--- src/core/epc_pkg.sv ---
// package: constants and types for the effects panel controller
package epc_pkg;

  // =========================================================
  // clock and timing
  localparam int unsigned CLK_MHZ        = 250;
  localparam int unsigned CYC_PER_MS     = CLK_MHZ * 1000;
  localparam int unsigned LOAD_MS        = 1000;
  localparam int unsigned STORE_HOLD_MS  = 3000;
  localparam int unsigned STORE_SHOW_MS  = 1000;
  localparam int unsigned DEBOUNCE_MS    = 10;
  localparam int unsigned FAST_FLASH_MS  = 50;
  localparam int unsigned MUTE_BLINK_MS  = 250;
  localparam int unsigned TEMPO_DEF_MS   = 500;
  localparam int unsigned TEMPO_MAX_MS   = 5000;

  // =========================================================
  // program organisation
  localparam int unsigned NUM_BANKS      = 2;
  localparam int unsigned PROGS_PER_BANK = 16;
  localparam int unsigned NUM_PROGS      = NUM_BANKS * PROGS_PER_BANK;
  localparam int unsigned POS_W          = 4;
  localparam int unsigned PROG_W         = 5;
  localparam int unsigned KNOB_W         = 8;
  localparam int unsigned NUM_KNOBS      = 3;
  localparam int unsigned NUM_BUTTONS    = 4;
  localparam int unsigned BTN_TEMPO      = 0;
  localparam int unsigned BTN_STORE      = 1;
  localparam int unsigned BTN_MUTE       = 2;
  localparam int unsigned BTN_FOOT       = 3;
  localparam logic [POS_W-1:0] POS_LAST  = 4'h f;
  localparam logic [POS_W-1:0] POS_FIRST = 4'h0;

  // =========================================================
  // register map (byte addresses)
  localparam logic [7:0] REG_CTRL     = 8'h00;
  localparam logic [7:0] REG_STATUS   = 8'h04;
  localparam logic [7:0] REG_TEMPO    = 8'h08;
  localparam logic [7:0] REG_IRQ_STAT = 8'h0C;
  localparam logic [7:0] REG_IRQ_MASK = 8'h10;
  localparam int unsigned ADDR_W      = 8;
  localparam int unsigned IRQ_W       = 4;
  localparam int unsigned IRQ_LOAD    = 0;
  localparam int unsigned IRQ_STORE   = 1;
  localparam int unsigned IRQ_CLIP    = 2;
  localparam int unsigned IRQ_TEMPO   = 3;
  localparam int unsigned CTRL_MUTE   = 0;
  localparam logic [1:0] RESP_OKAY    = 2'b00;
  localparam logic [1:0] RESP_SLVERR  = 2'b10;

  // =========================================================
  // types
  typedef enum {ST_IDLE, ST_HOLD, ST_WRITE, ST_SHOW} epc_store_t;

  typedef struct packed {
    logic [KNOB_W-1:0] k2;
    logic [KNOB_W-1:0] k1;
    logic [KNOB_W-1:0] k0;
  } epc_knobs_t;

  typedef struct packed {
    logic              loadStart;
    logic [PROG_W-1:0] loadProg;
    logic              storeWrite;
    logic [PROG_W-1:0] storeProg;
    logic              tempoSet;
    logic [31:0]       tempoCycles;
    logic              mainOutMute;
    logic              preFadeListenFeedOn;
    logic              processorToAuxSendOn;
  } epc_engine_t;

  typedef struct packed {
    logic bankALed;
    logic bankBLed;
    logic tempoLed;
    logic storeLed;
    logic clipLed;
    logic [NUM_KNOBS-1:0] knobLed;
  } epc_leds_t;

endpackage : epc_pkg

--- src/core/epc_panel_ctrl.sv ---
// module: front-panel controller for the built-in effects processor
//
// Notes on behaviour
// - 32 programs in two banks of sixteen, exactly one selected.
// - one indicator per bank, the active bank's indicator lit.
// - each full selector revolution toggles the active bank.
// - selector steps both directions; wrap either way toggles bank.
// - landing on a program starts a load lasting about one second.
// - two tempo presses set delay time from their interval.
// - tempo indicator flashes continuously at the set tempo period.
// - store held three seconds writes edits to the selected location.
// - store indicator flashes fast during store, steady one second after.
// - three knobs drive parameters one, two and three of the program.
// - knob indicator lit only while knob equals stored parameter value.
// - while muted the active bank indicator flashes.
// - clip indicator lights when input or processed audio overloads.
// - each footswitch actuation toggles mute unless the mute button is pressed or REG_CTRL is written in the same cycle; operator gives momentary closure.
// - mute silences main output only; listen and aux feeds stay live.
// - at power-up the selected program of the first bank is recalled.
`timescale 1ns/1ps
module epc_panel_ctrl
  import epc_pkg::*;
#(
  parameter int unsigned LOAD_CYC       = LOAD_MS * CYC_PER_MS,
  parameter int unsigned STORE_HOLD_CYC = STORE_HOLD_MS * CYC_PER_MS,
  parameter int unsigned STORE_SHOW_CYC = STORE_SHOW_MS * CYC_PER_MS,
  parameter int unsigned DEBOUNCE_CYC   = DEBOUNCE_MS * CYC_PER_MS,
  parameter int unsigned FAST_HALF_CYC  = FAST_FLASH_MS * CYC_PER_MS,
  parameter int unsigned BLINK_HALF_CYC = MUTE_BLINK_MS * CYC_PER_MS,
  parameter int unsigned TEMPO_DEF_CYC  = TEMPO_DEF_MS * CYC_PER_MS,
  parameter int unsigned TEMPO_MAX_CYC  = TEMPO_MAX_MS * CYC_PER_MS
) (
  // clock and reset
  input  wire logic                   clk,
  input  wire logic                   rst_n,
  // axi4-lite slave
  input  wire logic [ADDR_W-1:0]      s_axi_awaddr,
  input  wire logic                   s_axi_awvalid,
  output logic                        s_axi_awready,
  input  wire logic [31:0]            s_axi_wdata,
  input  wire logic [3:0]             s_axi_wstrb,
  input  wire logic                   s_axi_wvalid,
  output logic                        s_axi_wready,
  output logic [1:0]                  s_axi_bresp,
  output logic                        s_axi_bvalid,
  input  wire logic                   s_axi_bready,
  input  wire logic [ADDR_W-1:0]      s_axi_araddr,
  input  wire logic                   s_axi_arvalid,
  output logic                        s_axi_arready,
  output logic [31:0]                 s_axi_rdata,
  output logic [1:0]                  s_axi_rresp,
  output logic                        s_axi_rvalid,
  input  wire logic                   s_axi_rready,
  output logic                        irq,
  // front panel
  input  wire logic                   selStep,
  input  wire logic                   selDirDown,
  input  wire logic [NUM_BUTTONS-1:0] buttonRaw,
  input  wire epc_knobs_t             knobValue,
  output epc_leds_t                   leds,
  // effect engine
  input  wire epc_knobs_t             storedValue,
  input  wire logic                   inputClip,
  input  wire logic                   processedClip,
  output epc_knobs_t                  paramValue,
  output epc_engine_t                 engine
);

  // =========================================================
  // reset release
  logic [1:0] rstSync_r;
  logic       rstLocal_n;

  always_ff @(posedge clk or negedge rst_n) begin
    if (!rst_n) begin
      rstSync_r <= 2'b00;
    end else begin
      rstSync_r <= {rstSync_r[0], 1'b1};
    end
  end
  assign rstLocal_n = rstSync_r[1];

  // =========================================================
  // state
  typedef struct packed {
    logic [NUM_BUTTONS-1:0]       btnLevel;
    logic [NUM_BUTTONS-1:0][31:0] btnCnt;
    logic [NUM_BUTTONS-1:0]       btnRaw;
    logic                         bank;
    logic [POS_W-1:0]             pos;
    logic                         loadPend;
    logic [31:0]                  loadCnt;
    logic                         loading;
    logic                         tapArmed;
    logic [31:0]                  tapCnt;
    logic [31:0]                  tempo;
    logic [31:0]                  tempoFlashCnt;
    epc_store_t                   store;
    logic [31:0]                  storeCnt;
    logic [31:0]                  fastCnt;
    logic                         fastPhase;
    logic [31:0]                  blinkCnt;
    logic                         blinkPhase;
    logic                         muted;
    logic [IRQ_W-1:0]             irqStat;
    logic [IRQ_W-1:0]             irqMask;
    logic                         awGot;
    logic [ADDR_W-1:0]            awAddr;
    logic                         wGot;
    logic [31:0]                  wData;
    logic [3:0]                   wStrb;
    logic                         awReady;
    logic                         wReady;
    logic                         bValid;
    logic [1:0]                   bResp;
    logic                         arReady;
    logic                         rValid;
    logic [31:0]                  rData;
    logic [1:0]                   rResp;
    logic                         irqOut;
    epc_leds_t                    leds;
    epc_knobs_t                   param;
    epc_engine_t                  eng;
  } epc_state_t;

  epc_state_t st_r;
  epc_state_t st_nxt;

  // =========================================================
  // helpers
  function automatic logic regKnown(input logic [ADDR_W-1:0] a);
    return a == REG_CTRL || a == REG_STATUS || a == REG_TEMPO ||
           a == REG_IRQ_STAT || a == REG_IRQ_MASK;
  endfunction

  function automatic logic [31:0] countTo(input logic [31:0] c, input int unsigned lim, output logic hit);
    hit = (c >= lim - 1);
    return hit ? 32'h0000_0000 : c + 32'h0000_0001;
  endfunction

  // =========================================================
  // debounced button edges
  logic [NUM_BUTTONS-1:0] btnPress;
  logic [NUM_BUTTONS-1:0] btnNewLevel;
  logic [NUM_BUTTONS-1:0][31:0] btnNewCnt;

  genvar gi;
  generate
    for (gi = 0; gi < NUM_BUTTONS; gi++) begin : g_deb
      always_comb begin
        btnNewLevel[gi] = st_r.btnLevel[gi];
        btnNewCnt[gi]   = 32'h0000_0000;
        if (st_r.btnRaw[gi] != st_r.btnLevel[gi]) begin
          if (st_r.btnCnt[gi] >= DEBOUNCE_CYC - 1) begin
            btnNewLevel[gi] = st_r.btnRaw[gi];
          end else begin
            btnNewCnt[gi] = st_r.btnCnt[gi] + 32'h0000_0001;
          end
        end
        btnPress[gi] = btnNewLevel[gi] && !st_r.btnLevel[gi];
      end
    end
  endgenerate

  // =========================================================
  // next state
  always_comb begin
    logic hit;
    logic [POS_W-1:0] nPos;
    logic [IRQ_W-1:0] evt;
    logic             rdStat;
    logic             bankLit;
    hit    = 1'b0;
    nPos   = st_r.pos;
    evt    = '0;
    rdStat = 1'b0;
    st_nxt = st_r;

    st_nxt.btnRaw   = buttonRaw;
    st_nxt.btnLevel = btnNewLevel;
    st_nxt.btnCnt   = btnNewCnt;
    st_nxt.eng.loadStart  = 1'b0;
    st_nxt.eng.storeWrite = 1'b0;
    st_nxt.eng.tempoSet   = 1'b0;

    // selector: sixteen detents per turn, wrap toggles bank
    if (selStep) begin
      if (selDirDown) begin
        nPos = st_r.pos - 4'h1;
        if (st_r.pos == POS_FIRST) st_nxt.bank = ~st_r.bank;
      end else begin
        nPos = st_r.pos + 4'h1;
        if (st_r.pos == POS_LAST) st_nxt.bank = ~st_r.bank;
      end
      st_nxt.pos      = nPos;
      st_nxt.loadPend = 1'b1;
    end

    // load start, held off while a store is being written or shown
    if (st_r.loadPend && st_r.store != ST_WRITE && st_r.store != ST_SHOW && !selStep) begin
      st_nxt.loadPend      = 1'b0;
      st_nxt.loading       = 1'b1;
      st_nxt.loadCnt       = 32'h0000_0000;
      st_nxt.eng.loadStart = 1'b1;
      st_nxt.eng.loadProg  = {st_r.bank, st_r.pos};
    end else if (st_r.loading) begin
      st_nxt.loadCnt = countTo(st_r.loadCnt, LOAD_CYC, hit);
      if (hit) begin
        st_nxt.loading = 1'b0;
        evt[IRQ_LOAD]  = 1'b1;
      end
    end

    // tap tempo
    if (st_r.tapArmed) begin
      st_nxt.tapCnt = st_r.tapCnt + 32'h0000_0001;
      if (st_r.tapCnt >= TEMPO_MAX_CYC - 1) st_nxt.tapArmed = 1'b0;
    end
    if (btnPress[BTN_TEMPO]) begin
      if (st_r.tapArmed && st_r.tapCnt < TEMPO_MAX_CYC - 1) begin
        st_nxt.tempo           = st_r.tapCnt + 32'h0000_0001;
        st_nxt.eng.tempoSet    = 1'b1;
        st_nxt.eng.tempoCycles = st_r.tapCnt + 32'h0000_0001;
        st_nxt.tapArmed        = 1'b0;
        st_nxt.tempoFlashCnt   = 32'h0000_0000;
        evt[IRQ_TEMPO]         = 1'b1;
      end else begin
        st_nxt.tapArmed = 1'b1;
        st_nxt.tapCnt   = 32'h0000_0000;
      end
    end else if (st_r.tempoFlashCnt >= {1'b0, st_r.tempo[31:1]} - 32'h0000_0001) begin
      st_nxt.tempoFlashCnt = 32'h0000_0000;
      st_nxt.leds.tempoLed = ~st_r.leds.tempoLed;
    end else begin
      st_nxt.tempoFlashCnt = st_r.tempoFlashCnt + 32'h0000_0001;
    end

    // flash timers
    st_nxt.fastCnt = countTo(st_r.fastCnt, FAST_HALF_CYC, hit);
    if (hit) st_nxt.fastPhase = ~st_r.fastPhase;
    st_nxt.blinkCnt = countTo(st_r.blinkCnt, BLINK_HALF_CYC, hit);
    if (hit) st_nxt.blinkPhase = ~st_r.blinkPhase;

    // store sequence
    case (st_r.store)
      ST_IDLE: begin
        st_nxt.storeCnt = 32'h0000_0000;
        if (btnPress[BTN_STORE]) st_nxt.store = ST_HOLD;
      end
      ST_HOLD: begin
        if (!st_r.btnLevel[BTN_STORE]) begin
          st_nxt.store = ST_IDLE;
        end else begin
          st_nxt.storeCnt = countTo(st_r.storeCnt, STORE_HOLD_CYC, hit);
          if (hit) st_nxt.store = ST_WRITE;
        end
      end
      ST_WRITE: begin
        if (!st_r.loading && !st_r.eng.loadStart) begin
          st_nxt.eng.storeWrite = 1'b1;
          st_nxt.eng.storeProg  = {st_r.bank, st_r.pos};
          st_nxt.store          = ST_SHOW;
          st_nxt.storeCnt       = 32'h0000_0000;
        end
      end
      ST_SHOW: begin
        st_nxt.storeCnt = countTo(st_r.storeCnt, STORE_SHOW_CYC, hit);
        if (hit) begin
          st_nxt.store    = ST_IDLE;
          evt[IRQ_STORE]  = 1'b1;
        end
      end
      default: st_nxt.store = ST_IDLE;
    endcase
    st_nxt.leds.storeLed = (st_nxt.store == ST_SHOW) ||
                           ((st_nxt.store == ST_HOLD || st_nxt.store == ST_WRITE) && st_nxt.fastPhase);

    // mute from button, footswitch or software
    if (btnPress[BTN_MUTE] ^ btnPress[BTN_FOOT]) st_nxt.muted = ~st_r.muted;
    st_nxt.eng.mainOutMute          = st_nxt.muted;
    st_nxt.eng.preFadeListenFeedOn  = 1'b1;
    st_nxt.eng.processorToAuxSendOn = 1'b1;

    // indicators
    bankLit = !st_nxt.muted || st_nxt.blinkPhase;
    st_nxt.leds.bankALed = !st_nxt.bank && bankLit;
    st_nxt.leds.bankBLed = st_nxt.bank && bankLit;
    st_nxt.leds.clipLed  = inputClip || processedClip;
    if (inputClip || processedClip) evt[IRQ_CLIP] = 1'b1;
    st_nxt.param = knobValue;
    st_nxt.leds.knobLed = {knobValue.k2 == storedValue.k2,
                           knobValue.k1 == storedValue.k1,
                           knobValue.k0 == storedValue.k0};

    // axi4-lite write: address and data in either order
    st_nxt.awReady = 1'b0;
    st_nxt.wReady  = 1'b0;
    if (s_axi_awvalid && st_r.awReady) begin
      st_nxt.awGot  = 1'b1;
      st_nxt.awAddr = s_axi_awaddr;
    end
    if (s_axi_wvalid && st_r.wReady) begin
      st_nxt.wGot  = 1'b1;
      st_nxt.wData = s_axi_wdata;
      st_nxt.wStrb = s_axi_wstrb;
    end
    if (st_r.bValid && s_axi_bready) st_nxt.bValid = 1'b0;
    if (st_r.awGot && st_r.wGot && !st_r.bValid) begin
      st_nxt.awGot  = 1'b0;
      st_nxt.wGot   = 1'b0;
      st_nxt.bValid = 1'b1;
      st_nxt.bResp  = regKnown(st_r.awAddr) ? RESP_OKAY : RESP_SLVERR;
      if (st_r.wStrb[0]) begin
        if (st_r.awAddr == REG_CTRL) st_nxt.muted = st_r.wData[CTRL_MUTE];
        if (st_r.awAddr == REG_IRQ_MASK) st_nxt.irqMask = st_r.wData[IRQ_W-1:0];
      end
    end else begin
      st_nxt.awReady = !st_nxt.awGot && !st_r.awReady && !st_r.bValid;
      st_nxt.wReady  = !st_nxt.wGot && !st_r.wReady && !st_r.bValid;
    end

    // axi4-lite read
    st_nxt.arReady = !st_r.rValid && !st_r.arReady && !s_axi_arvalid ? 1'b1 : 1'b0;
    if (!st_r.rValid && !st_r.arReady) st_nxt.arReady = 1'b1;
    if (st_r.rValid && s_axi_rready) st_nxt.rValid = 1'b0;
    if (s_axi_arvalid && st_r.arReady) begin
      st_nxt.arReady = 1'b0;
      st_nxt.rValid  = 1'b1;
      st_nxt.rResp   = regKnown(s_axi_araddr) ? RESP_OKAY : RESP_SLVERR;
      case (s_axi_araddr)
        REG_CTRL:     st_nxt.rData = {31'h0000_0000, st_r.muted};
        REG_STATUS:   st_nxt.rData = {23'h00_0000, st_r.store == ST_IDLE ? 1'b0 : 1'b1, st_r.loading,
                                      st_r.muted, st_r.bank, st_r.bank, st_r.pos};
        REG_TEMPO:    st_nxt.rData = st_r.tempo;
        REG_IRQ_STAT: begin
          st_nxt.rData = {28'h000_0000, st_r.irqStat};
          rdStat       = 1'b1;
        end
        REG_IRQ_MASK: st_nxt.rData = {28'h000_0000, st_r.irqMask};
        default:      st_nxt.rData = 32'h0000_0000;
      endcase
    end

    // sticky events: a new event wins over the read-clear
    st_nxt.irqStat = (rdStat ? '0 : st_r.irqStat) | evt;
    st_nxt.irqOut  = |(st_nxt.irqStat & st_nxt.irqMask);
  end

  // =========================================================
  // registers
  always_ff @(posedge clk or negedge rstLocal_n) begin
    if (!rstLocal_n) begin
      st_r                  <= '0;
      st_r.store            <= ST_IDLE;
      st_r.bank             <= 1'b0;
      st_r.loadPend         <= 1'b1;
      st_r.tempo            <= 32'(TEMPO_DEF_CYC);
      st_r.eng.tempoCycles  <= 32'(TEMPO_DEF_CYC);
      st_r.eng.preFadeListenFeedOn  <= 1'b1;
      st_r.eng.processorToAuxSendOn <= 1'b1;
    end else begin
      st_r <= st_nxt;
    end
  end

  // =========================================================
  // outputs
  assign s_axi_awready = st_r.awReady;
  assign s_axi_wready  = st_r.wReady;
  assign s_axi_bvalid  = st_r.bValid;
  assign s_axi_bresp   = st_r.bResp;
  assign s_axi_arready = st_r.arReady;
  assign s_axi_rvalid  = st_r.rValid;
  assign s_axi_rdata   = st_r.rData;
  assign s_axi_rresp   = st_r.rResp;
  assign irq           = st_r.irqOut;
  assign leds          = st_r.leds;
  assign paramValue    = st_r.param;
  assign engine        = st_r.eng;

endmodule // epc_panel_ctrl

--- config.mk ---
export PLATFORM = sky130hd
export DESIGN_NAME = epc_panel_ctrl
export DESIGN_NICKNAME = d
export VERILOG_FILES = /design/src/core/epc_pkg.sv /design/src/core/epc_panel_ctrl.sv
export SDC_FILE = /design/constraint.sdc
export NUM_CORES = 1
export LEC_CHECK = 0
export CAP_MARGIN = 40
export CORE_UTILIZATION = 55
export DETAILED_ROUTE_END_ITERATION = 6
export DONT_BUFFER_PORTS = 1
export GPL_TIMING_DRIVEN = 1
export PLACE_DENSITY = 0.79
export RECOVER_POWER = 100
export SKIP_CTS_REPAIR_TIMING = 1
export SYNTH_ARGS = -nofsm -noshare
export SYNTH_HDL_FRONTEND = slang
export SYNTH_SLANG_ARGS = --single-unit
export TNS_END_PERCENT = 100
--- constraint.sdc ---
create_clock -name clk -period 15.5 [get_ports clk]
set_input_delay 0.775 -clock clk [delete_from_list [all_inputs] [get_ports clk]]
set_output_delay 0.775 -clock clk [all_outputs]
set_load 0.02 [all_outputs]
Word level (Yosys, flattened, before mapping)
Index checks and enable logic that the tools add are counted.

Memory bits (writable): 0. Output and inout port bits: 122. Memories kept: 0. Register bits after elaboration: 547. ROM bits: 0. Latch bits: 0.

Div/mod/pow operators: 0. Order comparisons: 12. Multiplexer cells: 85. Multipliers: 0. Add/sub/neg operators: 13. Shift-type cells: 0. Bitwise logic cells: 9. Reductions and logical operators: 69. Equal/unequal tests: 27.

Operators with widths (count): 32-bit two-way mux (21); 32-bit by 1-bit adder with 32-bit output (second input constant) (10); 32-bit case mux with 4 select lines (2); 33-bit two-way mux (5); 32-bit case mux with 5 select lines (1); 32-bit by 22-bit >= comparator with 1-bit output (second input constant) (4); 64-bit two-way mux (2); 32-bit by 2-bit == test with 1-bit output (second input constant) (3); 65-bit two-way mux (1); 32-bit by 3-bit == test with 1-bit output (second input constant) (2); 32-bit by 28-bit >= comparator with 1-bit output (second input constant) (2); 32-bit zero test (2); 32-bit by 3-bit != test with 1-bit output (second input constant) (2); 1-bit two-way mux (37); 37-bit two-way mux (1); 36-bit two-way mux (1); 32-bit by 1-bit == test with 1-bit output (second input constant) (1); 8-bit by 4-bit == test with 1-bit output (second input constant) (4); 32-bit by 24-bit >= comparator with 1-bit output (second input constant) (1); 32-bit by 26-bit >= comparator with 1-bit output (second input constant) (1); 32-bit by 30-bit >= comparator with 1-bit output (second input constant) (1); 32-bit by 31-bit >= comparator with 1-bit output (second input constant) (1); 32-bit >= comparator (1); 32-bit by 31-bit < comparator with 1-bit output (second input constant) (1); 30 further kinds (108).

Logic depth before layout (Yosys ltp)
Depth in word-level cells: 10. Mapped depth: 20. Depth with buffers taken out: 18.

Least setup slack after synthesis
No wires, ideal clock.

Kind: reg2reg. From: register, netlist name engine[8]. To: register st_r[327] (netlist name). Clock period less this slack: 4.406 ns. Arrival time: 4.326 ns. Path slack: 11.094 ns. Data required time: 15.421 ns. Stages on the path, launching flop included: 20. Cells stage by stage: dfrtp_1 -> nor4_2 -> nand2_1 -> nor3_2 -> nand3b_1 -> or3_1 -> or2_1 -> or4_1 -> xor2_1 -> ha_1 -> a211oi_1 -> o21ai_0 -> o221a_2 -> nor3_1 -> o31ai_1 -> a211oi_1 -> buf_2 -> buf_2 -> nand4_1 -> mux2i_1.

RTL lines: end signal, assigned (RTL line epc_panel_ctrl.sv:362) `st_r <= st_nxt;`; end, declared (RTL line epc_panel_ctrl.sv:126) `epc_state_t st_r;`.

==> results.ini <==
[synthesis]
synth_top_family_by_area=simple AND/OR/NAND/NOR gates
synth.distinct_cells=79
ys.flop_type=dfrtp_1
yosysTopAreaCell=dfrtp_1
ys_seq_area_share_pct=52.63
synth_commonest_cells=500 x dfrtp_1, 333 x nor2_1, 243 x nand2_1, 126 x xor2_1, 120 x xnor2_1
ys_warn_count=0
yosysTopAreaCellShare_pct=51.12
synth_edf_count=0
synthCells=2446
synthXorXnorAreaFrac_pct=8.804
synth_compound_area_share_pct=9.325
synthSimpleGateAreaFrac_pct=19.68
postSynth.asyncResetShare_pct=100.0
syn_area_um2=24470
yosysMostFrequentCell=dfrtp_1
synth.avg_cell_area_um2=10.01
synth_adder_area_share_pct=2.423
ys_ff_latch=514
synthTopCellsByArea=dfrtp_1 51%, nor2_1 5.1%, xor2_1 4.5%
synth_mux_area_share_pct=1.713

[clock_network]
htree_levels=2
root_buffer=clkbuf_16
clk_pin_slew_worst_paths_ns=0.06
clkLatencyLatePin_ns=0.60
cts_buffers=52
cts_sinks=514
clockBufferDepth=3
tritoncts=built

[power]
peakVddDrop_mv=0.09373
power.total_mw=3.443
leakage_nw=11.08
powerDensity_nw_per_um2=131.0

[placement]
port_buffers=0
hpwlAfterDp_um=35700
place.gp.congestion=0.8830
dp.cells=2947

[routing]
drt_first_pass_iters=6
wl_um=50970
drtIter0Drc=1339
vias=17185
via_per_inst=5.649
ant_nets=0
route.detailed.drc=0
wl_per_cell_um=16.76

[cells_and_area]
drive_above_1_share_pct=5.621
nFillCells=3504
final_core_util_pct=60.49
nets=2579
area_growth_pct=7.408
layout.cells.non_filler=3042

[run_status]
violations=capacitance limit, slew limit
status=complete, but fails checks

[timing]
finalSetupTns_ns=0
tightest_slew_ns=3.618
fin_crit_ns=7.990
maxSlewHeadroom_pct=-141.2
hold_viol=0
fin_skew_ns=0.02501
slew_viol_final=457
worst_hold_slack_ns=0.2040
rsz0062_at_grt=false
setup_viol=0
max_freq_mhz=125.2
fin_crit_sh_pct=51.55

[min_path]
hold_path.class=in -> reg

[floorplan]
row_count=76
ios=237
dieArea_um2=45350
core_um2=43460
die_y_um=212.9
die_w_um=212.9
initial_core_util_pct=56.32

[global_routing]
grt_max_degree=182
antenna_found_initial=4
grt_pass1_vias=16806
grt_pass1_wl_um=83890
grt_overflow=0
grt.total_usage_pct=23.00

[setup_path]
critPathMaxStageDelay_ns=2.58
cp-end-kind=async pin
critPathMostFrequentCell=clkbuf_1
start_kind=flip-flop
slowest_stage=clkbuf_1
cp_max_fo=67
arrival_ns=8.13
path_cells=clkbuf_1 > clkbuf_1 > clkbuf_1 > clkbuf_1
critPathRequiredTime_ns=15.64
crit_type=reg -> async

[flow_run]
maxCapViolCount=9

registers in the layout (all words and copies together), names as in the netlist:
register and flops:
rstSync_r 2, s_axi_rdata 32, s_axi_rvalid 1, s_axi_bvalid 1, s_axi_wready 1, paramValue 24
irq 1, leds 8, s_axi_arready 1, s_axi_bresp 1, s_axi_awready 1, st_r 394
engine 46, s_axi_rresp 1
where the power goes:
group | total, mW | internal, mW | switching (mW)
logic | 0.394 | 0.170 | 0.224
clock network | 1.30 | 0.784 | 0.517
registers | 1.75 | 1.47 | 0.276
final timing paths:
check	start	cells past startpoint	endpoint	slack, ns
max	rstSync_r[1]$_DFF_PN0_	4	st_r[394]$_DFF_PN0_	7.51
min	knobValue[2]	0	paramValue[2]$_DFF_PN0_	0.20
max reg2reg	rstSync_r[1]$_DFF_PN0_	4	st_r[394]$_DFF_PN0_	7.51
min reg2reg	rstSync_r[0]$_DFF_PN0_	0	rstSync_r[1]$_DFF_PN0_	0.35
max in group clk	engine[8]$_DFFE_PN0P_	18	st_r[325]$_DFFE_PN0P_	7.90
min in group asynchronous	rst_n	1	rstSync_r[0]$_DFF_PN0_	0.41
layer usage:
metal / vias up / wire length [um] / GRT usage (%) / share of wire [%]
met4: 4 / 1334 / 8.137 / 2.6
met3: 88 / 3102 / 4.795 / 6.1
met5: - / 23 / 0 / 0.045
li1: 8222 / - / - / -
met2: 453 / 24370 / 36.58 / 48
met1: 8418 / 22140 / 31.24 / 43
cell usage in the layout, fill, tap and decap left out, types with 10 or more instances in the layout:
cell / n
dfrtp_1: 500
nor2_1: 332
nand2_1: 243
xor2_1: 126
xnor2_1: 120
o21ai_0: 119
nand3_1: 110
conb_1: 89
a21oi_1: 88
and3_1: 59
nand4_1: 56
clkbuf_16: 53
ha_1: 45
inv_1: 39
nor3_1: 36
nor4_1: 35
mux2_2: 25
or3_1: 22
clkbuf_1: 22
o31ai_1: 21
nor2b_1: 19
a21o_1: 18
and4_1: 16
or4_1: 15
a31oi_1: 15
dfstp_1: 13
and2_1: 12
a22o_1: 11
o311ai_0: 10
layout make-up:
class | count | area, um2 | area share (%)
Clock inverter | 23 | 315.3 | 1.199
Tap cell | 585 | 732.0 | 2.785
Multi-Input combinational cell | 1787 | 10590 | 40.29
Timing Repair Buffer | 23 | 141.4 | 0.5379
Antenna cell | 2 | 5.005 | 0.01904
Clock buffer | 68 | 1473 | 5.602
Inverter | 40 | 150.1 | 0.5712
Sequential cell | 514 | 12880 | 49.00
critical path, delay by kind of cell (launching register included):
family,cells,cell delay (ns)
DFF,1,1.37
buffers and inverters,4,6.09
cells by family after synthesis:
group / Yosys count
flops: 514
mux: 37
buf+inv: 232
other cells: 2
simple gates: 1005
xor+xnor: 246
compound gates: 363
fa+ha+maj: 47
per-stage QoR:
step                      instance area, um2  worst slack, ns
after floorplan                        24800           0.1373
after global placement                 24500            9.956
after detailed placement               24650            9.934
after CTS                              26440            9.928
after global routing                   26280            5.899
final                                  26290            7.510
Note: power is estimated with default switching activity, not from simulation.
